--- src/verilog/dcc_pkg.sv ---
// Purpose: shared constants for the decoder clock control block
// Assumes: one 100 MHz mclk stands in for the multiplied master clock
// Notes: register offsets are byte addresses on the AXI4-Lite slave
package dcc_pkg;
  // master clock figures, for reference only; no logic or check uses them
  localparam real XTAL_MHZ = 8.4672;
  localparam int XTAL_MULT = 8;
  localparam real MASTER_MHZ = 67.7376;
  localparam real BUS_CLK_MHZ = 100.0;
  // register byte offsets
  localparam logic [7:0] SYSTEM_CLOCK_CONFIG = 8'h00;
  localparam logic [7:0] BIT_CLOCK_CONFIG_A = 8'h04;
  localparam logic [7:0] SPDIF_CLOCK_CONFIG = 8'h08;
  localparam logic [7:0] AUX_CLOCK_CONFIG = 8'h0c;
  localparam logic [7:0] SERIAL_AUDIO_CONFIG = 8'h10;
  localparam logic [7:0] ANALOG_MULTIPLIER_CONTROL = 8'h14;
  localparam logic [7:0] CORE_BUS_CLOCK_CONFIG = 8'h18;
  localparam logic [7:0] CLOCK_STATUS = 8'h1c;
  // field positions
  localparam int SYS_DIV_LSB = 0;
  localparam int SYS_DIV_W = 3;
  localparam int SLEEP_BIT = 4;
  localparam int BITDIV_W = 8;
  localparam int GATE_BIT = 8;
  localparam int SPDIFDIV_W = 8;
  localparam int AUXDIV_W = 8;
  localparam int DACDIV_LSB = 8;
  localparam int RECEIVE_BIT = 0;
  localparam int SLAVE_BIT = 1;
  localparam int XTAL16_BIT = 0;
  localparam int COREDIV_W = 4;
  localparam int DIV_W = 8;
  localparam int SAMPLE_W = 6;
  localparam int DUMP_W = 11;
  // reset values and the system divider limit
  localparam logic [2:0] SYS_DIV_RESET = 3'h0;
  localparam logic [2:0] SYS_DIV_MAX = 3'h4;
  localparam logic [7:0] DIV_RESET = 8'h10;
  localparam logic [3:0] COREDIV_RESET = 4'h1;
  // bus responses
  localparam logic [1:0] RESP_OKAY = 2'h0;
  localparam logic [1:0] RESP_SLVERR = 2'h2;
endpackage

--- src/verilog/dcc_divider.sv ---
// Purpose: programmable clock divider with level output and rise pulse
// Assumes: half is the half period in mclk cycles, zero taken as one
// Notes: a new half period is taken only at the start of a full period or while stopped
`timescale 1ns/1ps
module dcc_divider (
  input wire logic mclk,
  input wire logic reset,
  input wire logic ce,
  input wire logic run,
  input wire logic [dcc_pkg::DIV_W-1:0] half,
  output logic clkOut,
  output logic rise
);
  logic [dcc_pkg::DIV_W-1:0] count;
  logic [dcc_pkg::DIV_W-1:0] activeHalf;
  logic expire;

  assign expire = (count + 8'h01 >= activeHalf);
  assign rise = ce & run & expire & ~clkOut;

  // setting latched on the rising edge or while stopped, so no short pulses appear
  always_ff @(posedge mclk) begin
    if (reset) begin
      activeHalf <= 8'h01;
    end else if (ce && (rise || !run)) begin
      activeHalf <= (half == 8'h00) ? 8'h01 : half;
    end
  end

  // half-period counter; stopped divider parks low
  always_ff @(posedge mclk) begin
    if (reset) begin
      count <= 8'h00;
      clkOut <= 1'b0;
    end else if (ce) begin
      if (!run) begin
        count <= 8'h00;
        clkOut <= 1'b0;
      end else if (expire) begin
        count <= 8'h00;
        clkOut <= ~clkOut;
      end else begin
        count <= count + 8'h01;
      end
    end
  end
endmodule

--- src/verilog/dcc_int_dump.sv ---
// Purpose: integrate-and-dump from the sample rate to the system rate
// Assumes: one ADC sample per enabled mclk cycle
// Notes: sum is left aligned so every factor gives the same scale
`timescale 1ns/1ps
module dcc_int_dump (
  input wire logic mclk,
  input wire logic reset,
  input wire logic ce,
  input wire logic [dcc_pkg::SAMPLE_W-1:0] sample,
  input wire logic [2:0] logFactor,
  output logic [dcc_pkg::DUMP_W-1:0] dumpSample,
  output logic dumpValid
);
  logic [dcc_pkg::DUMP_W-1:0] acc;
  logic [4:0] count;
  logic [2:0] activeLog;
  logic [4:0] last;
  logic [dcc_pkg::DUMP_W-1:0] sum;

  assign last = 5'((6'h01 << activeLog) - 6'h01);
  assign sum = acc + {5'h00, sample};

  // averages 2..32 samples, one result per system clock period
  always_ff @(posedge mclk) begin
    if (reset) begin
      acc <= '0;
      count <= 5'h00;
      activeLog <= 3'h1;
      dumpSample <= '0;
      dumpValid <= 1'b0;
    end else if (ce) begin
      dumpValid <= 1'b0;
      if (count == last) begin
        dumpSample <= DUMP_SHIFT(sum, activeLog);
        dumpValid <= 1'b1;
        acc <= '0;
        count <= 5'h00;
        activeLog <= logFactor; // factor changes only between dumps
      end else begin
        acc <= sum;
        count <= count + 5'h01;
      end
    end
  end

  function automatic logic [dcc_pkg::DUMP_W-1:0] DUMP_SHIFT(
    input logic [dcc_pkg::DUMP_W-1:0] s, input logic [2:0] l);
    DUMP_SHIFT = s << (3'h5 - l);
  endfunction
endmodule

--- src/verilog/dcc_clock_control.sv ---
// Summary of operation
// - separate dividers for the decoder domain and the system bus core clock
// - generate system, audio bit, SPDIF and ADC sample clock domains
// - master clock is crystal times eight, fixed at 67.7376 MHz
// - 16 MHz crystal select halves the crystal before multiplication
// - system clock is master over two, 50 % duty, then programmable divide
// - sleep control in system config stops most decoder clocks
// - serial audio back-end uses bit clock, which is also driven out
// - bit clock divider and gating enable share one config register
// - SPDIF back-end has own clock; its output enabled only in slave mode
// - ADC sample clock fixed at master rate, capturing RF ADC samples
// - receive select clocks serial audio back-end from external bit clock
// - monitor clock for debug lines, rate set in aux clock register
// - external converter clock, rate set in aux clock register
// - ADC samples move into system domain through integrate-and-dump
// - integrate-and-dump averages 2 to 32 samples per system clock
//
// Purpose: decoder clock control with AXI4-Lite configuration registers
// Assumes: mclk stands for the master clock; derived clocks are levels
// Notes: derived clocks are divided outputs on mclk; only the system clock also has a rise enable, systemTick
`timescale 1ns/1ps
module dcc_clock_control (
  input wire logic mclk,
  input wire logic reset,
  input wire logic ce,
  // AXI4-Lite slave
  input wire logic [7:0] s_axi_awaddr,
  input wire logic s_axi_awvalid,
  output logic s_axi_awready,
  input wire logic [31:0] s_axi_wdata,
  input wire logic [3:0] s_axi_wstrb,
  input wire logic s_axi_wvalid,
  output logic s_axi_wready,
  output logic [1:0] s_axi_bresp,
  output logic s_axi_bvalid,
  input wire logic s_axi_bready,
  input wire logic [7:0] s_axi_araddr,
  input wire logic s_axi_arvalid,
  output logic s_axi_arready,
  output logic [31:0] s_axi_rdata,
  output logic [1:0] s_axi_rresp,
  output logic s_axi_rvalid,
  input wire logic s_axi_rready,
  // clock pins and consumers
  input wire logic [dcc_pkg::SAMPLE_W-1:0] adcSample,
  input wire logic bitClockIn,
  input wire logic bitClockRequest,
  output logic crystalHalve,
  output logic adcSampleTick,
  output logic systemClock,
  output logic systemTick,
  output logic coreBusClock,
  output logic bitClockOut,
  output logic bitClockOe,
  output logic backendBitClock,
  output logic spdifClock,
  output logic spdifEnable,
  output logic debugMonitorClock,
  output logic externalDacClock,
  output logic [dcc_pkg::DUMP_W-1:0] dumpSample,
  output logic dumpValid
);
  // configuration registers
  logic [2:0] systemDividerField;
  logic sleep;
  logic [7:0] bitDivider;
  logic bitGate;
  logic [7:0] spdifDivider;
  logic [7:0] monitorDivider;
  logic [7:0] dacDivider;
  logic receiveBitClock;
  logic slaveMode;
  logic crystal16mSelect;
  logic [3:0] coreDivider;

  // bus state
  logic [7:0] awAddr;
  logic awHeld;
  logic [31:0] wData;
  logic [3:0] wStrb;
  logic wHeld;
  logic writeGo;
  logic wrHit;
  logic rdHit;
  logic [31:0] rdValue;

  // divider internals
  logic [7:0] sysHalf;
  logic sysRun;
  logic bitRun;
  logic internalBitClock;
  logic [3:0] coreCount;
  logic [3:0] activeCoreDiv;

  // address decode, shared by the read and write paths
  function automatic logic HIT(input logic [7:0] a);
    HIT = (a == dcc_pkg::SYSTEM_CLOCK_CONFIG) || (a == dcc_pkg::BIT_CLOCK_CONFIG_A) ||
      (a == dcc_pkg::SPDIF_CLOCK_CONFIG) || (a == dcc_pkg::AUX_CLOCK_CONFIG) ||
      (a == dcc_pkg::SERIAL_AUDIO_CONFIG) || (a == dcc_pkg::ANALOG_MULTIPLIER_CONTROL) ||
      (a == dcc_pkg::CORE_BUS_CLOCK_CONFIG) || (a == dcc_pkg::CLOCK_STATUS);
  endfunction

  // byte-lane merge for a write
  function automatic logic [31:0] MERGE(input logic [31:0] old, input logic [31:0] d,
    input logic [3:0] s);
    logic [31:0] m;
    m = old;
    for (int i = 0; i < 4; i++) begin
      if (s[i]) begin
        m[i*8 +: 8] = d[i*8 +: 8];
      end
    end
    MERGE = m;
  endfunction

  // write address and data are held independently; either may come first
  assign s_axi_awready = ~awHeld & ~s_axi_bvalid;
  assign s_axi_wready = ~wHeld & ~s_axi_bvalid;
  assign writeGo = awHeld & wHeld & ~s_axi_bvalid;
  assign wrHit = HIT(awAddr) && (awAddr != dcc_pkg::CLOCK_STATUS);

  always_ff @(posedge mclk) begin
    if (reset) begin
      awHeld <= 1'b0;
      awAddr <= 8'h00;
    end else if (ce) begin
      if (s_axi_awvalid && s_axi_awready) begin
        awHeld <= 1'b1;
        awAddr <= s_axi_awaddr;
      end else if (writeGo) begin
        awHeld <= 1'b0;
      end
    end
  end

  always_ff @(posedge mclk) begin
    if (reset) begin
      wHeld <= 1'b0;
      wData <= 32'h0;
      wStrb <= 4'h0;
    end else if (ce) begin
      if (s_axi_wvalid && s_axi_wready) begin
        wHeld <= 1'b1;
        wData <= s_axi_wdata;
        wStrb <= s_axi_wstrb;
      end else if (writeGo) begin
        wHeld <= 1'b0;
      end
    end
  end

  // write response; unmapped or status address answers SLVERR
  always_ff @(posedge mclk) begin
    if (reset) begin
      s_axi_bvalid <= 1'b0;
      s_axi_bresp <= dcc_pkg::RESP_OKAY;
    end else if (ce) begin
      if (writeGo) begin
        s_axi_bvalid <= 1'b1;
        s_axi_bresp <= wrHit ? dcc_pkg::RESP_OKAY : dcc_pkg::RESP_SLVERR;
      end else if (s_axi_bready) begin
        s_axi_bvalid <= 1'b0;
      end
    end
  end

  // register writes
  always_ff @(posedge mclk) begin
    logic [31:0] v;
    v = 32'h0;
    if (reset) begin
      systemDividerField <= dcc_pkg::SYS_DIV_RESET;
      sleep <= 1'b0;
      bitDivider <= dcc_pkg::DIV_RESET;
      bitGate <= 1'b0;
      spdifDivider <= dcc_pkg::DIV_RESET;
      monitorDivider <= dcc_pkg::DIV_RESET;
      dacDivider <= dcc_pkg::DIV_RESET;
      receiveBitClock <= 1'b0;
      slaveMode <= 1'b0;
      crystal16mSelect <= 1'b0;
      coreDivider <= dcc_pkg::COREDIV_RESET;
    end else if (ce && writeGo) begin
      unique case (awAddr)
        dcc_pkg::SYSTEM_CLOCK_CONFIG: begin
          v = MERGE({27'h0, sleep, 1'b0, systemDividerField}, wData, wStrb);
          // codes above the largest factor are clamped to it
          systemDividerField <= (v[2:0] > dcc_pkg::SYS_DIV_MAX) ? dcc_pkg::SYS_DIV_MAX : v[2:0];
          sleep <= v[dcc_pkg::SLEEP_BIT];
        end
        dcc_pkg::BIT_CLOCK_CONFIG_A: begin
          v = MERGE({23'h0, bitGate, bitDivider}, wData, wStrb);
          bitDivider <= v[7:0];
          bitGate <= v[dcc_pkg::GATE_BIT];
        end
        dcc_pkg::SPDIF_CLOCK_CONFIG: begin
          v = MERGE({24'h0, spdifDivider}, wData, wStrb);
          spdifDivider <= v[7:0];
        end
        dcc_pkg::AUX_CLOCK_CONFIG: begin
          v = MERGE({16'h0, dacDivider, monitorDivider}, wData, wStrb);
          monitorDivider <= v[7:0];
          dacDivider <= v[dcc_pkg::DACDIV_LSB +: 8];
        end
        dcc_pkg::SERIAL_AUDIO_CONFIG: begin
          v = MERGE({30'h0, slaveMode, receiveBitClock}, wData, wStrb);
          receiveBitClock <= v[dcc_pkg::RECEIVE_BIT];
          slaveMode <= v[dcc_pkg::SLAVE_BIT];
        end
        dcc_pkg::ANALOG_MULTIPLIER_CONTROL: begin
          v = MERGE({31'h0, crystal16mSelect}, wData, wStrb);
          crystal16mSelect <= v[dcc_pkg::XTAL16_BIT];
        end
        dcc_pkg::CORE_BUS_CLOCK_CONFIG: begin
          v = MERGE({28'h0, coreDivider}, wData, wStrb);
          coreDivider <= (v[3:0] == 4'h0) ? dcc_pkg::COREDIV_RESET : v[3:0];
        end
        default: begin
          v = 32'h0; // unmapped: no register changes
        end
      endcase
    end
  end

  // read mux; status shows live clock levels and the last dumped sample
  always_comb begin
    rdHit = HIT(s_axi_araddr);
    rdValue = 32'h0;
    unique case (s_axi_araddr)
      dcc_pkg::SYSTEM_CLOCK_CONFIG: rdValue = {27'h0, sleep, 1'b0, systemDividerField};
      dcc_pkg::BIT_CLOCK_CONFIG_A: rdValue = {23'h0, bitGate, bitDivider};
      dcc_pkg::SPDIF_CLOCK_CONFIG: rdValue = {24'h0, spdifDivider};
      dcc_pkg::AUX_CLOCK_CONFIG: rdValue = {16'h0, dacDivider, monitorDivider};
      dcc_pkg::SERIAL_AUDIO_CONFIG: rdValue = {30'h0, slaveMode, receiveBitClock};
      dcc_pkg::ANALOG_MULTIPLIER_CONTROL: rdValue = {31'h0, crystal16mSelect};
      dcc_pkg::CORE_BUS_CLOCK_CONFIG: rdValue = {28'h0, coreDivider};
      dcc_pkg::CLOCK_STATUS: rdValue = {dumpSample, 13'h0, spdifEnable, backendBitClock,
        systemClock, sysRun, bitRun, coreBusClock, spdifClock, debugMonitorClock};
      default: rdValue = 32'h0;
    endcase
  end

  // read channel: address taken when no answer is pending
  assign s_axi_arready = ~s_axi_rvalid;

  always_ff @(posedge mclk) begin
    if (reset) begin
      s_axi_rvalid <= 1'b0;
      s_axi_rdata <= 32'h0;
      s_axi_rresp <= dcc_pkg::RESP_OKAY;
    end else if (ce) begin
      if (s_axi_arvalid && s_axi_arready) begin
        s_axi_rvalid <= 1'b1;
        s_axi_rdata <= rdValue;
        s_axi_rresp <= rdHit ? dcc_pkg::RESP_OKAY : dcc_pkg::RESP_SLVERR;
      end else if (s_axi_rready) begin
        s_axi_rvalid <= 1'b0;
      end
    end
  end

  // crystal path control goes to the analog multiplier
  assign crystalHalve = crystal16mSelect;

  // ADC samples are taken every master cycle, never gated by sleep
  assign adcSampleTick = ce;

  // system clock half period is 2^field master cycles: master/2 at field 0
  assign sysHalf = 8'(8'h01 << systemDividerField);
  assign sysRun = ~sleep;

  dcc_divider u_sys (
    .mclk(mclk),
    .reset(reset),
    .ce(ce),
    .run(sysRun),
    .half(sysHalf),
    .clkOut(systemClock),
    .rise(systemTick)
  );

  // gated bit clock runs only while the back-end asks for bits
  assign bitRun = ~sleep & ~receiveBitClock & (~bitGate | bitClockRequest);

  dcc_divider u_bit (
    .mclk(mclk),
    .reset(reset),
    .ce(ce),
    .run(bitRun),
    .half(bitDivider),
    .clkOut(internalBitClock),
    .rise()
  );

  // driven out unless receiving; back-end follows whichever source is active
  assign bitClockOut = internalBitClock;
  assign bitClockOe = ~receiveBitClock;
  assign backendBitClock = receiveBitClock ? bitClockIn : internalBitClock;

  dcc_divider u_spdif (
    .mclk(mclk),
    .reset(reset),
    .ce(ce),
    .run(sysRun),
    .half(spdifDivider),
    .clkOut(spdifClock),
    .rise()
  );

  assign spdifEnable = slaveMode & ~sleep;

  dcc_divider u_mon (
    .mclk(mclk),
    .reset(reset),
    .ce(ce),
    .run(sysRun),
    .half(monitorDivider),
    .clkOut(debugMonitorClock),
    .rise()
  );

  dcc_divider u_dac (
    .mclk(mclk),
    .reset(reset),
    .ce(ce),
    .run(sysRun),
    .half(dacDivider),
    .clkOut(externalDacClock),
    .rise()
  );

  // core bus divider is independent of the decoder and keeps running in sleep
  always_ff @(posedge mclk) begin
    if (reset) begin
      coreCount <= 4'h0;
      coreBusClock <= 1'b0;
      activeCoreDiv <= dcc_pkg::COREDIV_RESET;
    end else if (ce) begin
      if (coreCount + 4'h1 >= activeCoreDiv) begin
        coreCount <= 4'h0;
        coreBusClock <= ~coreBusClock;
        if (coreBusClock) begin
          activeCoreDiv <= coreDivider;
        end
      end else begin
        coreCount <= coreCount + 4'h1;
      end
    end
  end

  // factor 2^(field+1) matches the system clock period in master cycles
  dcc_int_dump u_dump (
    .mclk(mclk),
    .reset(reset),
    .ce(ce),
    .sample(adcSample),
    .logFactor(systemDividerField + 3'h1),
    .dumpSample(dumpSample),
    .dumpValid(dumpValid)
  );
endmodule

--- config.mk ---
export PLATFORM = sky130hd
export DESIGN_NAME = dcc_clock_control
export DESIGN_NICKNAME = d
export VERILOG_FILES = /design/src/verilog/dcc_pkg.sv /design/src/verilog/dcc_divider.sv /design/src/verilog/dcc_int_dump.sv /design/src/verilog/dcc_clock_control.sv
export SDC_FILE = /design/constraint.sdc
export NUM_CORES = 1
export LEC_CHECK = 0
export BUFFER_PORTS_ARGS = -buffer_cell sky130_fd_sc_hd__buf_4
export CORE_UTILIZATION = 60
export CTS_CLUSTER_DIAMETER = 100
export DETAILED_ROUTE_END_ITERATION = 7
export PLACE_DENSITY = 0.82
export SLEW_MARGIN = 20
export SYNTH_ARGS = -nofsm -noshare
export SYNTH_HDL_FRONTEND = slang
export SYNTH_SLANG_ARGS = --single-unit
--- constraint.sdc ---
create_clock -name mclk -period 7.8 [get_ports mclk]
set_input_delay 0 -clock mclk [delete_from_list [all_inputs] [get_ports mclk]]
set_output_delay 0 -clock mclk [all_outputs]
set_load 0.03 [all_outputs]
; ---- Word-level counts from Yosys, hierarchy flattened
; Index checks and enable logic that the tools add are counted.
[classes]
n_addsub = 11
n_lt_le_gt_ge = 7
eq_ne = 18
shifts = 3
mux = 50
n_bitwise = 33
reduce_logical = 72
[ops]
columns = cell, count
row1 = 32-bit case mux with 8 select lines, 1
row2 = 8-bit 2-to-1 mux, 15
row3 = "8-bit by 5-bit == test with 1-bit output, second input constant", 8
row4 = 8-bit logical NOT, 7
row5 = "8-bit by 1-bit adder with 8-bit output, second input constant", 5
row6 = 8-bit greater-or-equal comparator, 5
row7 = 2-bit AND reduction, 17
row8 = "8-bit by 4-bit == test with 1-bit output, second input constant", 4
row9 = 3-bit AND reduction, 9
row10 = 5-bit 2-to-1 mux, 5
row11 = 4-bit 2-to-1 mux, 6
row12 = 1-bit bitwise AND, 19
row13 = 1-bit logical OR, 19
row14 = 1-bit 2-to-1 mux, 19
row15 = "8-bit by 3-bit == test with 1-bit output, second input constant", 2
row16 = 2-bit nonzero test, 8
row17 = 1-bit NOT, 13
row18 = 11-bit by 6-bit adder with 11-bit output, 1
row19 = 11-bit 2-to-1 mux, 1
row20 = 11-bit by 3-bit << shifter with 11-bit output, 1
row21 = 1-bit logical AND, 10
row22 = "8-bit by 5-bit inequality test with 1-bit output, second input constant", 1
row23 = "1-bit by 3-bit << shifter with 8-bit output, first input constant", 1
row24 = "5-bit by 1-bit adder with 5-bit output, second input constant", 1
row25 = 15 further kinds, 16
[word_totals]
register_bits = 235
input_bits = 68
out_inout_bits = 65
wordCells = 238

; ---- Depth between registers and ports, before layout
; Gate-level depths: netlist of run 1.
[logic_depth]
depth_word = 10
mapped_depth = 12
depth_no_buf = 11

; ---- By module
; Synthesis of run 1 repeated with hierarchy kept, for this count alone.
[hier_totals]
cells_unflattened = 1488
area_unflattened_um2 = 12640.9
[modules_own_cells]
columns = module, n_inst, cells_per_inst, area_per_inst_um2, seq_area_each_um2
row1 = dcc_divider, 5, 127, 1096.1, 340.3
row2 = dcc_clock_control, 1, 565, 4922.2, 2242.2
row3 = dcc_int_dump, 1, 288, 2238.4, 620.6

; ---- Worst setup path after synthesis of run 1
; No wires, ideal clock.
[synth_path]
path_kind = register -> register
start = register u_dac.count[0] (netlist bit)
end = register u_dac.count[5] (netlist bit)
setup_ns = 0.091
arrival_time_ns = 2.618
required_ns = 7.709
setup_slack_ns = 5.092
path_stages_with_launch = 11
path_buffers = 0
period_less_slack_ns = 2.708
path_cell_list = dfxtp_1 and3_1 and3_1 xor2_1 ha_1 a2111o_1 a31oi_1 o21ai_0 a21oi_1 a21oi_1 a311oi_1
[synth_via]
elab_chain_cells = 4
[synth_lines]
columns = element, line
row1 = from (decl), dcc_divider.sv:14  ; logic [dcc_pkg::DIV_W-1:0] count;
row2 = from (signal assigned), dcc_divider.sv:43  ; count <= count + 8'h01;
row3 = 8-bit by 1-bit adder with 8-bit output *, "dcc_divider.sv:18, dcc_divider.sv:43"
row4 = 8-bit greater-or-equal comparator, dcc_divider.sv:18  ; assign expire = (count + 8'h01 >= activeHalf);
row5 = 8-bit 2-to-1 mux *, dcc_divider.sv:39  ; end else if (expire) begin
row6 = 8-bit 2-to-1 mux *, dcc_divider.sv:36  ; if (!run) begin
; Every way passes the cells marked *; elsewhere a longest branch is shown, timed or not.
; A chain may end at the register's enable or synchronous reset.

; ---- Worst setup path after layout of run 1
[layout_path]
start = register u_dump.activeLog[0]
end = register u_dump.dumpSample[9] (netlist bit)
[layout_via]
elab_chain_cells = 4
word_cells_on_any_way = 6
cone_classes = add/sub: 2 / eq/ne: 1 / shift: 2 / reduce/logical: 1
[layout_lines]
columns = element, line
row1 = from (decl), dcc_int_dump.sv:16  ; logic [2:0] activeLog;
row2 = from (signal assigned), dcc_int_dump.sv:38  ; activeLog <= logFactor;
row3 = 1-bit by 3-bit << shifter with 5-bit output, dcc_int_dump.sv:20  ; assign last = 5'((6'h01 << activeLog) - 6'h01);
row4 = 5-bit by 1-bit subtractor with 5-bit output, dcc_int_dump.sv:20
row5 = 5-bit == test, dcc_int_dump.sv:33  ; if (count == last) begin
row6 = 2-bit AND reduction (no source line), n/a
row7 = to (signal assigned), dcc_int_dump.sv:34  ; dumpSample <= DUMP_SHIFT(sum, activeLog);
row8 = to (decl), dcc_int_dump.sv:11  ; output logic [dcc_pkg::DUMP_W-1:0] dumpSample,
; Parallel ways exist; a longest one is shown, timed or not.

==> results of run 1 <==
==> final timing paths <==
check	endpoint	slack (ns)	depth (start not counted)
max reg2reg	u_dump.dumpSample[9]$_SDFFE_PP0P_	4.07	10
min reg2reg	wData[10]$_SDFFE_PP0P_	0.45	2
max	u_dump.dumpSample[9]$_SDFFE_PP0P_	4.07	10
min	s_axi_rdata[29]$_SDFFE_PP0P_	-0.05	2
==> state kept, by name, indices dropped and copies added, names as in the netlist, 5 cells and up <==
name,flops
u_mon.count,8
u_dump.count,5
u_dump.acc,11
awAddr,8
u_sys.activeHalf,8
dacDivider,8
u_mon.activeHalf,8
u_sys.count,8
u_spdif.count,8
u_spdif.activeHalf,8
u_dac.activeHalf,8
spdifDivider,8
u_bit.activeHalf,8
u_bit.count,8
s_axi_rdata,27
wData,16
monitorDivider,8
u_dac.count,8
bitDivider,8
u_dump.dumpSample,11
==> layout by cell type (no fill, tap or decap), types with 8 or more instances in the layout <==
master         count
clkbuf_16         25
a22oi_1           60
nand2b_1          29
and3_1            15
a311oi_1           9
dfxtp_1          228
dlygate4sd3_1     40
nor2_1           197
xor2_1            30
xnor2_1           21
ha_1              66
a21o_1             9
a21oi_1           92
mux2i_1           87
a31oi_1            8
inv_1             64
nand3_1           50
buf_4            112
nand2_1          119
nor3_1            13
o21ai_0           45
==> timing repair <==
action / in CTS / in global routing
endpoints found under the setup margin: 0 / 0
hold buffers: 40 / 0
endpoints found under the hold margin: 37 / 0
==> layout make-up <==
cell class,instances,area share [%]
clock buffers,37,5.45
clock inverters,8,0.672
inverters,66,1.82
multi-input cells,982,46.9
flip-flops and latches,228,33.6
well taps,234,2.15
repair buffers,154,9.42
==> per-layer routing <==
layer  vias to the layer above  GRT usage, %  share of wire, %
li1                       4936             -                 -
met1                      4807          38.4                43
met2                       385          50.1                47
met3                        78          4.07               6.4
met4                         0          9.20               2.9
met5                         -             0                 0
==> per-stage QoR <==
stage          setup slack (ns)  total power [mW]  hold WS, ns
2_1_floorplan              5.09              1.81        0.132
3_3_place_gp               4.20              1.96        0.235
3_5_place_dp               4.11              1.97        0.243
4_1_cts                    4.07              3.17      0.00491
5_1_grt                    3.69              3.31       0.0360
6_report                   4.07              3.17      -0.0493
==> power by group through the flow <==
stage	clock (mW)	combinational, mW	sequential, mW
CTS	1.19	0.685	1.29
floorplan	0	0.497	1.31
finish	1.19	0.696	1.29
global route	1.24	0.765	1.30
detailed placement	0	0.661	1.31
global placement	0	0.648	1.31
==> cell families after synthesis <==
family                     Yosys count  share of synthesized area, %
AOI/OAI and AO/OA                  285                          16.3
xor gates and xnor gates            51                          3.89
adders and majority gates           67                          7.36
buffers and inverters              148                          5.19
DFF                                228                          39.7
muxes                               93                          8.46
other                                1                        0.0326
and+or+nand+nor                    479                          19.0
==> results by group, run 1 <==
Die
  – Die Area: 19,700 sq um
  – FP Rows: 50
  – Die Y: about 140 um
  – Ports: ~130
  – Die width: ~140 um
  – Initial core utilization: around three fifths
  – Core region area: ~19,000 sq um

Critical path
  – Max stage delay cell, worst path: dfxtp_1
  – Critical Path Start Type: register
  – Crit end category: register
  – Crit path largest cell delay: roughly 0.95 ns
  – Crit Path Class: register to register
  – Crit path max-delay family: compound AO/OA/AOI/OAI gates
  – WP buf/inv: 1
  – CP arrival: roughly 4.2 ns
  – RR Startpoint: u_dump.activeLog[0]$_SDFFE_PP1P_
  – Crit-path cells: clkinv_1, nand2_1, ha_1, nor4b_1, a311oi_1, xor2_1, nand3_2, a311o_1, a21o_1, o31ai_2
  – Worst Setup SP: u_dump.activeLog[0]$_SDFFE_PP1P_
  – CP max FO: 31
  – Crit path required time: ~8.3 ns

Run
  – Max-cap violations: 0

Clock network
  – Clk sinks: roughly 230
  – Clock root buffer master: clkbuf_16
  – Post-CTS Setup Inserts: 0
  – Clock Pin Slew Worst Setup and Hold Paths: around 0.06 ns
  – Max Root-Sink Buffers: 3
  – Worst skew pair latency: about 0.54 ns
  – H-Tree Depth: 1
  – Cts bufs inserted: 25
  – TritonCTS clock tree: done
  – CTS resizes: 0

Global routing
  – Grt ovf: 0
  – First-pass GRT wire length: 47.8 mm
  – Total Routing Usage GR: ~29%
  – Initial antenna violation count: 0
  – Vias in the first global route: between 9,000 and 10,000
  – Largest net degree at the start of global routing: 121

Final layout
  – Post-Layout Cell Count: roughly 1,700
  – Core Util, Final: just over 70%
  – Diode count: 0
  – Multi-input gate area: 6370 sq um
  – Fill cell count: 1,375
  – Layout cells sized above 1: approximately an eighth
  – Finished layout cell area: about 14,000 sq um
  – Fin nets: around 1,600
  – FF/Latch Area: 4560 sq um
  – Area Overhead vs Synth: 18.2%

Synthesis
  – Asr flop ratio synth: 0%
  – Synthesized flop and latch total: about 230
  – Top FF cell, synth: dfxtp_1
  – Most frequent cell after synthesis: dfxtp_1
  – Dominant cell type by area after synthesis: dfxtp_1
  – Library cells used by synthesis: 67
  – Sequential share of the synthesized area: 39.7%
  – Synth cell count leaders: dfxtp_1, nor2_1, nand2_1
  – Yosys warns: 0
  – Post-synth EDFFs: 0
  – Avg Cell Area, Syn: around 8.5 sq um
  – Synthesized cell area: around 11,000 sq um
  – Synth top area share: between 30% and 40%
  – Synthesized instance count: roughly 1,400
  – Ranking of synthesized cells by area: dfxtp_1, mux2i_1, ha_1

Power
  – Power density cells: approximately 230 nW/um^2
  – Seq pwr share: slightly above 40%
  – Pleak: roughly 5.6 nW
  – Clock power frac: 37.3%
  – P_int: roughly 2.2 mW
  – Comb power frac: a little over a fifth
  – Sw Ratio: between 30% and 40%
  – VDD IR max: around 0.00023 V
  – P_sw: 0.990 mW

Routing
  – Routed vias/inst: 5.97
  – DRC: 0
  – Initial DRC Count: between 700 and 800
  – Antenna violation net count after detailed routing: 0
  – Via count: 10,200
  – Routed len/inst: between 15 and 20 um
  – Total Wirelength: between 20 and 30 mm
  – DRT Pass-1 Iters: 5

Timing
  – Period Utilization, post-route: 47.8%
  – Final setup TNS: 0 ns
  – Final Hold Viols: 4
  – Unrepaired setup endpoints after global routing: false
  – Rel. slew slack: around a quarter
  – Count of pins over their slew limit: 0
  – Slew @ Worst Pin: between 1 and 1.5 ns
  – Min cycle time layout: ~3.7 ns
  – Final setup fails: 0
  – Fmax: roughly 0.27 GHz
  – Final setup skew: roughly 0.026 ns
  – Hold_ws: -0.0493 ns

Place
  – Final Wtd Congestion: slightly below 0.9
  – Detailed Place HPWL: 18.6 mm
  – PortBufs: around 110
  – Placed Instances: around 1,600
  – DP Area: between 10,000 and 15,000 sq um

Status
  – Outcome: complete, but fails checks
  – Failing checks: hold timing

Worst hold path
  – Hold path start: reset
  – Worst min path class: input port to register
(Power assumes the default switching activity.)
==> inputs of run 2 (changes only) <==
--- a/config.mk
+++ b/config.mk
@@ -6,10 +6,10 @@
 export NUM_CORES = 1
 export LEC_CHECK = 0
 export BUFFER_PORTS_ARGS = -buffer_cell sky130_fd_sc_hd__buf_4
-export CORE_UTILIZATION = 60
+export CORE_UTILIZATION = 53
 export CTS_CLUSTER_DIAMETER = 100
 export DETAILED_ROUTE_END_ITERATION = 7
-export PLACE_DENSITY = 0.82
+export PLACE_DENSITY = 0.76
 export SLEW_MARGIN = 20
 export SYNTH_ARGS = -nofsm -noshare
 export SYNTH_HDL_FRONTEND = slang
==> constraint.sdc (replaced) <==
create_clock -name mclk -period 3.25 [get_ports mclk]
set_input_delay 0 -clock mclk [delete_from_list [all_inputs] [get_ports mclk]]
set_output_delay 0 -clock mclk [all_outputs]
set_load 0.03 [all_outputs]
==> run 2 against run 1 <==
Against the previous run:
- the flow now finishes without violations
- global-route usage fell by 2.7 points
- count of clock-buffer cells in the layout is 1 lower
- critical path depth stayed put
- critical path type unchanged
- largest cell class unchanged
- highest routed layer unchanged
==> results by group, run 2 (same netlist as run 1, synthesis figures left out) <==
Status
  – Outcome: finished clean

Place
  – Detailed Place HPWL: 19.9 mm (+6.7%)
  – Final Wtd Congestion: 0.884 (unchanged)
  – Placed Instances: 1,683 (+3.7%)
  – PortBufs: 107 (unchanged)

Critical path
  – Crit Path Class: register to register
  – R2R setup slack: 0.25 ns (-3.82 ns)
  – CP max FO: 9 (-71%)
  – Crit end category: register
  – Critical Path Start Type: register
  – Crit path required time: 3.64 ns (-4.61 ns)
  – CP arrival: 3.38 ns (-0.80 ns)

Routing
  – DRC: 0 (unchanged)
  – Initial DRC Count: 648 (-9.2%)
  – Antenna violation net count after detailed routing: 0 (unchanged)
  – Routed vias/inst: 5.70 (-4.5%)
  – Routed len/inst: 16.6 um (-3.6%)
  – DRT Pass-1 Iters: 5 (unchanged)
  – Total Wirelength: 29.5 mm (+0.56%)
  – Via count: 10,200 (-0.35%)

Worst hold path
  – Worst min path class: input port to register

Final layout
  – Top Registers: s_axi_rdata: 27 flops, wData: 16 flops
  – Most frequent cells in the layout: dfxtp_1, nor2_1, buf_4, nand2_1, a21oi_1
  – Diode count: 0 (unchanged)
  – Layout cells sized above 1: 12.9% (+1.0 points)
  – Commonest non-fill, non-tap cell in the layout: dfxtp_1
  – Max reg flops: 27 (unchanged)
  – Fin nets: 1,627 (+2.2%)
  – Post-Layout Cell Count: 1,783 (+4.3%)
  – Largest register by flop count: s_axi_rdata
  – Area Overhead vs Synth: 21.8%

Die
  – Die width: 149 um (+6.3%)
  – Core region area: 21,200 sq um (+13%)
  – Ports: 133 (unchanged)
  – Die Area: 22,300 sq um (+13%)
  – FP Rows: 53 (+6.0%)
  – Die Y: 149 um (+6.3%)
  – Initial core utilization: 54.3% (-6.9 points)

Global routing
  – Initial antenna violation count: 0 (unchanged)
  – First-pass GRT wire length: 48.2 mm (+0.81%)
  – Total Routing Usage GR: 26.7% (-2.7 points)
  – Grt ovf: 0 (unchanged)
  – Vias in the first global route: 9,754 (+0.58%)
  – Largest net degree at the start of global routing: 123 (+1.7%)

Timing
  – Final setup TNS: 0 ns (unchanged)
  – Fmax: 0.334 GHz (+25%)
  – Period Utilization, post-route: 92.2% (+44 points)
  – Final Hold Viols: 0 (-4)
  – Hold_ws: 0.0398 ns (+0.0891 ns)
  – Unrepaired setup endpoints after global routing: false
  – Min cycle time layout: 3.00 ns (-0.735 ns)
  – Final setup skew: 0.00995 ns (-0.0159 ns)
  – Slew @ Worst Pin: 0.881 ns (-0.224 ns)
  – Final setup fails: 0 (unchanged)
  – Rel. slew slack: 41.1% (+15 points)
  – Count of pins over their slew limit: 0 (unchanged)

Clock network
  – Worst skew pair latency: 0.52 ns (-0.02 ns)
  – Clk sinks: 228 (unchanged)
  – Clock Pin Slew Worst Setup and Hold Paths: 0.05 ns (about the same)
  – Cts bufs inserted: 26 (+4.0%)
  – Clock root buffer master: clkbuf_16
  – Max Root-Sink Buffers: 3 (unchanged)
  – TritonCTS clock tree: done
  – H-Tree Depth: 1 (unchanged)

Run
  – Max-cap violations: 0 (unchanged)

Power
  – Pleak: 5.83 nW (+3.8%)
  – Power density cells: 565 nW/um^2 (+140%)
  – VDD IR max: 0.000468 V (+100%)
-- run 2: cell count changes in the layout (fill, tap and decap cells not counted), sizes merged --
cell / change
buf: +18
bufinv: +3
clkbuf: -1
clkinv: -4
clkinvlp: +1
dlygate4sd3: +16
-- run 2: final timing paths --
kind,start,to,cells past startpoint
worst max-delay path,u_mon.count[0]$_SDFFE_PP0P_,u_mon.activeHalf[1]$_SDFFE_PP0P_,10
worst min-delay path,bitClockRequest,u_bit.clkOut$_SDFFE_PP0P_,5
worst max register to register,u_mon.count[0]$_SDFFE_PP0P_,u_mon.activeHalf[1]$_SDFFE_PP0P_,10
worst min register to register,wData[10]$_SDFFE_PP0P_,wData[10]$_SDFFE_PP0P_,2
-- run 2: cell type report --
cell class	instances	area (sq um)
Tap cell	275	344
Inverter	66	248
Clock buffer	36	769
Timing Repair Buffer	188	1570
Multi-Input combinational cell	982	6360
Clock inverter	8	146
Fill cell	1673	7150
Sequential cell	228	4560
-- run 2: stage by stage --
stage | instance area, sq um | power, mW | utilization [%] | setup slack (ns)
after floorplan | 11500 | 4.35 | - | 0.542
after global placement | 12500 | 4.76 | 59.2 | 0.410
after detailed placement | 12500 | 4.79 | 59.2 | 0.319
after CTS | 14000 | 7.93 | 66.2 | 0.299
after global routing | 14000 | 8.27 | 66.2 | 0.0155
final | 14000 | 7.91 | 66.2 | 0.253
-- run 2: power by group --
part           internal, mW  switching [mW]  leakage (nW)
Combinational         0.697            1.06          3.54
Sequential             2.93           0.134          1.85
Clock                  1.96            1.14         0.448
Total                  5.58            2.33          5.83
-- run 2: routing by layer --
metal	global-route usage, %	part of all wire, %
met5	0	0
met1	35.6	45
met4	6.68	2.1
met2	45.0	47
met3	3.98	5.5
-- run 2: critical path, cell delays in order (launching register included) --
cell and delay (ns):
dfxtp_1 0.40, and3_1 0.22, and3_1 0.25, xor2_1 0.21, ha_1 0.30, a2111o_1 0.37
a31oi_1 0.15, o21ai_0 0.22, a41o_1 0.46, mux2i_1 0.23, nor2_1 0.05
-- run 2: what timing repair did --
action / in CTS / in global routing
hold buffers: 56 / 0
gates resized for setup: 0 / 0
hold endpoints to repair: 71 / 0
setup buffers: 0 / 0
==> inputs of run 3 (changes only) <==
--- a/config.mk
+++ b/config.mk
@@ -6,10 +6,10 @@
 export NUM_CORES = 1
 export LEC_CHECK = 0
 export BUFFER_PORTS_ARGS = -buffer_cell sky130_fd_sc_hd__buf_4
-export CORE_UTILIZATION = 53
+export CORE_UTILIZATION = 59
 export CTS_CLUSTER_DIAMETER = 100
 export DETAILED_ROUTE_END_ITERATION = 7
-export PLACE_DENSITY = 0.76
+export PLACE_DENSITY = 0.8
 export SLEW_MARGIN = 20
 export SYNTH_ARGS = -nofsm -noshare
 export SYNTH_HDL_FRONTEND = slang
==> constraint.sdc (replaced) <==
create_clock -name mclk -period 3.2 [get_ports mclk]
set_input_delay 0 -clock mclk [delete_from_list [all_inputs] [get_ports mclk]]
set_output_delay 0 -clock mclk [all_outputs]
set_load 0.03 [all_outputs]
==> run 3 against run 2 <==
Against the previous run:
- die area shrank 10%
- critical path depth unchanged
- global-route usage up 2.3 points
- core utilization is 6.3 points higher
- worst setup slack worse by 0.034 ns
- critical path type unchanged
- largest cell class unchanged
- highest routed layer unchanged
==> results by group, run 3 (same netlist as run 1, synthesis figures left out) <==
Place
  – Placed Instances: 1,668 (-0.89%)
  – Detailed Place HPWL: 19.2 mm (-3.4%)
  – Final Wtd Congestion: 0.882 (-0.22%)
  – PortBufs: 107 (unchanged)
  – DP Area: 12,500 sq um (-0.15%)
  – Pre-CTS setup slack: 0.266 ns (-0.0528 ns)

Global routing
  – Vias in the first global route: 9,765 (+0.11%)
  – Largest net degree at the start of global routing: 145 (+18%)
  – Total Routing Usage GR: 28.9% (+2.3 points)
  – Initial antenna violation count: 0 (unchanged)
  – Grt ovf: 0 (unchanged)
  – First-pass GRT wire length: 47.5 mm (-1.4%)

Clock network
  – H-Tree Depth: 1 (unchanged)
  – Clock root buffer master: clkbuf_16
  – Worst skew pair latency: 0.53 ns (about the same)
  – Cts bufs inserted: 24 (-7.7%)
  – TritonCTS clock tree: done
  – Post-CTS Setup Inserts: 0 (unchanged)
  – Clock Pin Slew Worst Setup and Hold Paths: 0.07 ns (+0.02 ns)
  – Clk sinks: 228 (unchanged)
  – Max Root-Sink Buffers: 3 (unchanged)

Die
  – Die width: 142 um (-5.2%)
  – Ports: 133 (unchanged)
  – FP Rows: 50 (-5.7%)
  – Die Area: 20,000 sq um (-10%)
  – Initial core utilization: 60.8% (+6.5 points)
  – Core region area: 18,900 sq um (-11%)
  – Die Y: 142 um (-5.2%)

Final layout
  – Commonest non-fill, non-tap cell in the layout: dfxtp_1
  – Fill cell count: 1,420 (-15%)
  – Finished layout cell area: 13,700 sq um (-2.2%)
  – Largest register by flop count: s_axi_rdata
  – Fin nets: 1,604 (-1.4%)
  – Max reg flops: 27 (unchanged)
  – Top Registers: s_axi_rdata: 27 flops, wData: 16 flops
  – Layout cells sized above 1: 13.0% (+0.18 points)
  – Post-Layout Cell Count: 1,747 (-2.0%)
  – Diode count: 0 (unchanged)
  – Area Overhead vs Synth: 19.1%
  – Core Util, Final: 72.5% (+6.3 points)
  – Most frequent cells in the layout: dfxtp_1, nor2_1, buf_4, nand2_1, a21oi_1

Critical path
  – FF-to-FF End: u_dac.activeHalf[7]$_SDFFE_PP0P_
  – Crit path required time: 3.56 ns (-0.08 ns)
  – Crit Path Class: register to register
  – Worst-case reg-to-reg path depth: 10 (unchanged)
  – CP max FO: 9 (unchanged)
  – Crit end category: register
  – CP arrival: 3.34 ns (-0.04 ns)
  – Critical Path Start Type: register
  – R2R setup slack: 0.22 ns (-0.03 ns)
  – RR Startpoint: u_dac.count[2]$_SDFFE_PP0P_

Timing
  – Final setup skew: 0.0223 ns (+0.0124 ns)
  – Final setup fails: 0 (unchanged)
  – Final setup TNS: 0 ns (unchanged)
  – Count of pins over their slew limit: 0 (unchanged)
  – Min cycle time layout: 2.98 ns (-0.0160 ns)
  – Final Hold Viols: 0 (unchanged)
  – Rel. slew slack: 28.1% (-13 points)
  – Period Utilization, post-route: 93.2% (+0.94 points)
  – Final setup margin: 0.219 ns (-0.0340 ns)
  – Hold_ws: 0.0392 ns (-0.000554 ns)
  – Fmax: 0.335 GHz (+0.54%)
  – Slew @ Worst Pin: 1.08 ns (+0.197 ns)

Routing
  – DR WL met2: 13.4 mm (-3.8%)
  – Highest Signal Layer: met4
  – Total Wirelength: 28.6 mm (-3.1%)
  – WL met3: 1.94 mm (+19%)
  – Routed len/inst: 16.4 um (-1.1%)
  – Via count: 10,100 (-0.24%)
  – Antenna violation net count after detailed routing: 0 (unchanged)
  – Initial DRC Count: 811 (+25%)
  – DRC: 0 (unchanged)
  – Met1 WL: 12.6 mm (-5.9%)
  – Routed vias/inst: 5.81 (+1.8%)
  – DRT Pass-1 Iters: 5 (unchanged)

Worst hold path
  – Hold path start: s_axi_araddr[3]
  – Hold Path Stages: 4 (-1)
  – Worst min path class: input port to register
  – WHS Endpoint: s_axi_rdata[5]$_SDFFE_PP0P_

Power
  – VDD IR max: 0.000554 V (+18%)
  – Power density cells: 570 nW/um^2 (+0.85%)
  – Tot Pwr: 7.80 mW (-1.4%)
  – Pleak: 5.69 nW (-2.5%)

Status
  – Outcome: finished clean

Run
  – Max-cap violations: 0 (unchanged)
run 3: worst max path at each step:
stage | start | end | slack (ns) | depth (start not counted)
finish | u_dac.count[2]$_SDFFE_PP0P_ | u_dac.activeHalf[7]$_SDFFE_PP0P_ | 0.22 | 10
global route | u_dac.count[0]$_SDFFE_PP0P_ | u_dac.activeHalf[7]$_SDFFE_PP0P_ | -0.02 | 11
CTS | u_sys.count[0]$_SDFFE_PP0P_ | systemTick | 0.24 | 11
detailed placement | u_dac.count[0]$_SDFFE_PP0P_ | u_dac.activeHalf[4]$_SDFFE_PP0P_ | 0.27 | 11
global placement | u_dac.count[0]$_SDFFE_PP0P_ | u_dac.activeHalf[5]$_SDFFE_PP0P_ | 0.37 | 10
floorplan | u_dac.count[0]$_SDFFE_PP0P_ | u_dac.count[5]$_SDFFE_PP0P_ | 0.49 | 10
run 3: worst max-delay path, cell delays in order, from the launching register on:
cell and delay (ns):
dfxtp_1 0.40, and3_1 0.22, and3_1 0.24, xor2_1 0.17
ha_1 0.27, a2111o_1 0.41, a31oi_1 0.13, o21ai_0 0.27
a41o_2 0.47, mux2i_1 0.18, nor2_1 0.05
run 3: layout make-up:
cell class | count | area, sq um | share of cell area [%]
clock buffers | 33 | 674 | 4.93
clock inverters | 11 | 158 | 1.15
inverters | 66 | 248 | 1.81
flip-flops and latches | 228 | 4560 | 33.3
well taps | 260 | 325 | 2.38
repair buffers | 167 | 1360 | 9.91
multi-input cells | 982 | 6370 | 46.5
run 3: timing repair:
| item | 4_1_cts | 5_1_grt |
|---|---|---|
| hold buffers | 35 | 0 |
| resized for setup | 0 | 2 |
| endpoints found under the hold margin | 34 | 0 |
| endpoints found under the setup margin | 0 | 6 |
run 3: power breakdown:
| part | internal (mW) | total, mW | switching [mW] |
|---|---|---|---|
| clock | 1.73 | 2.90 | 1.17 |
| combinational | 0.708 | 1.80 | 1.09 |
| sequential | 2.97 | 3.10 | 0.129 |
| total | 5.41 | 7.80 | 2.39 |
run 3: layer usage:
metal / up-vias / GRT usage [%]
li1: 4955 / -
met2: 364 / 48.4
met5: - / 0
met3: 64 / 4.99
met4: 0 / 8.94
met1: 4763 / 38.1
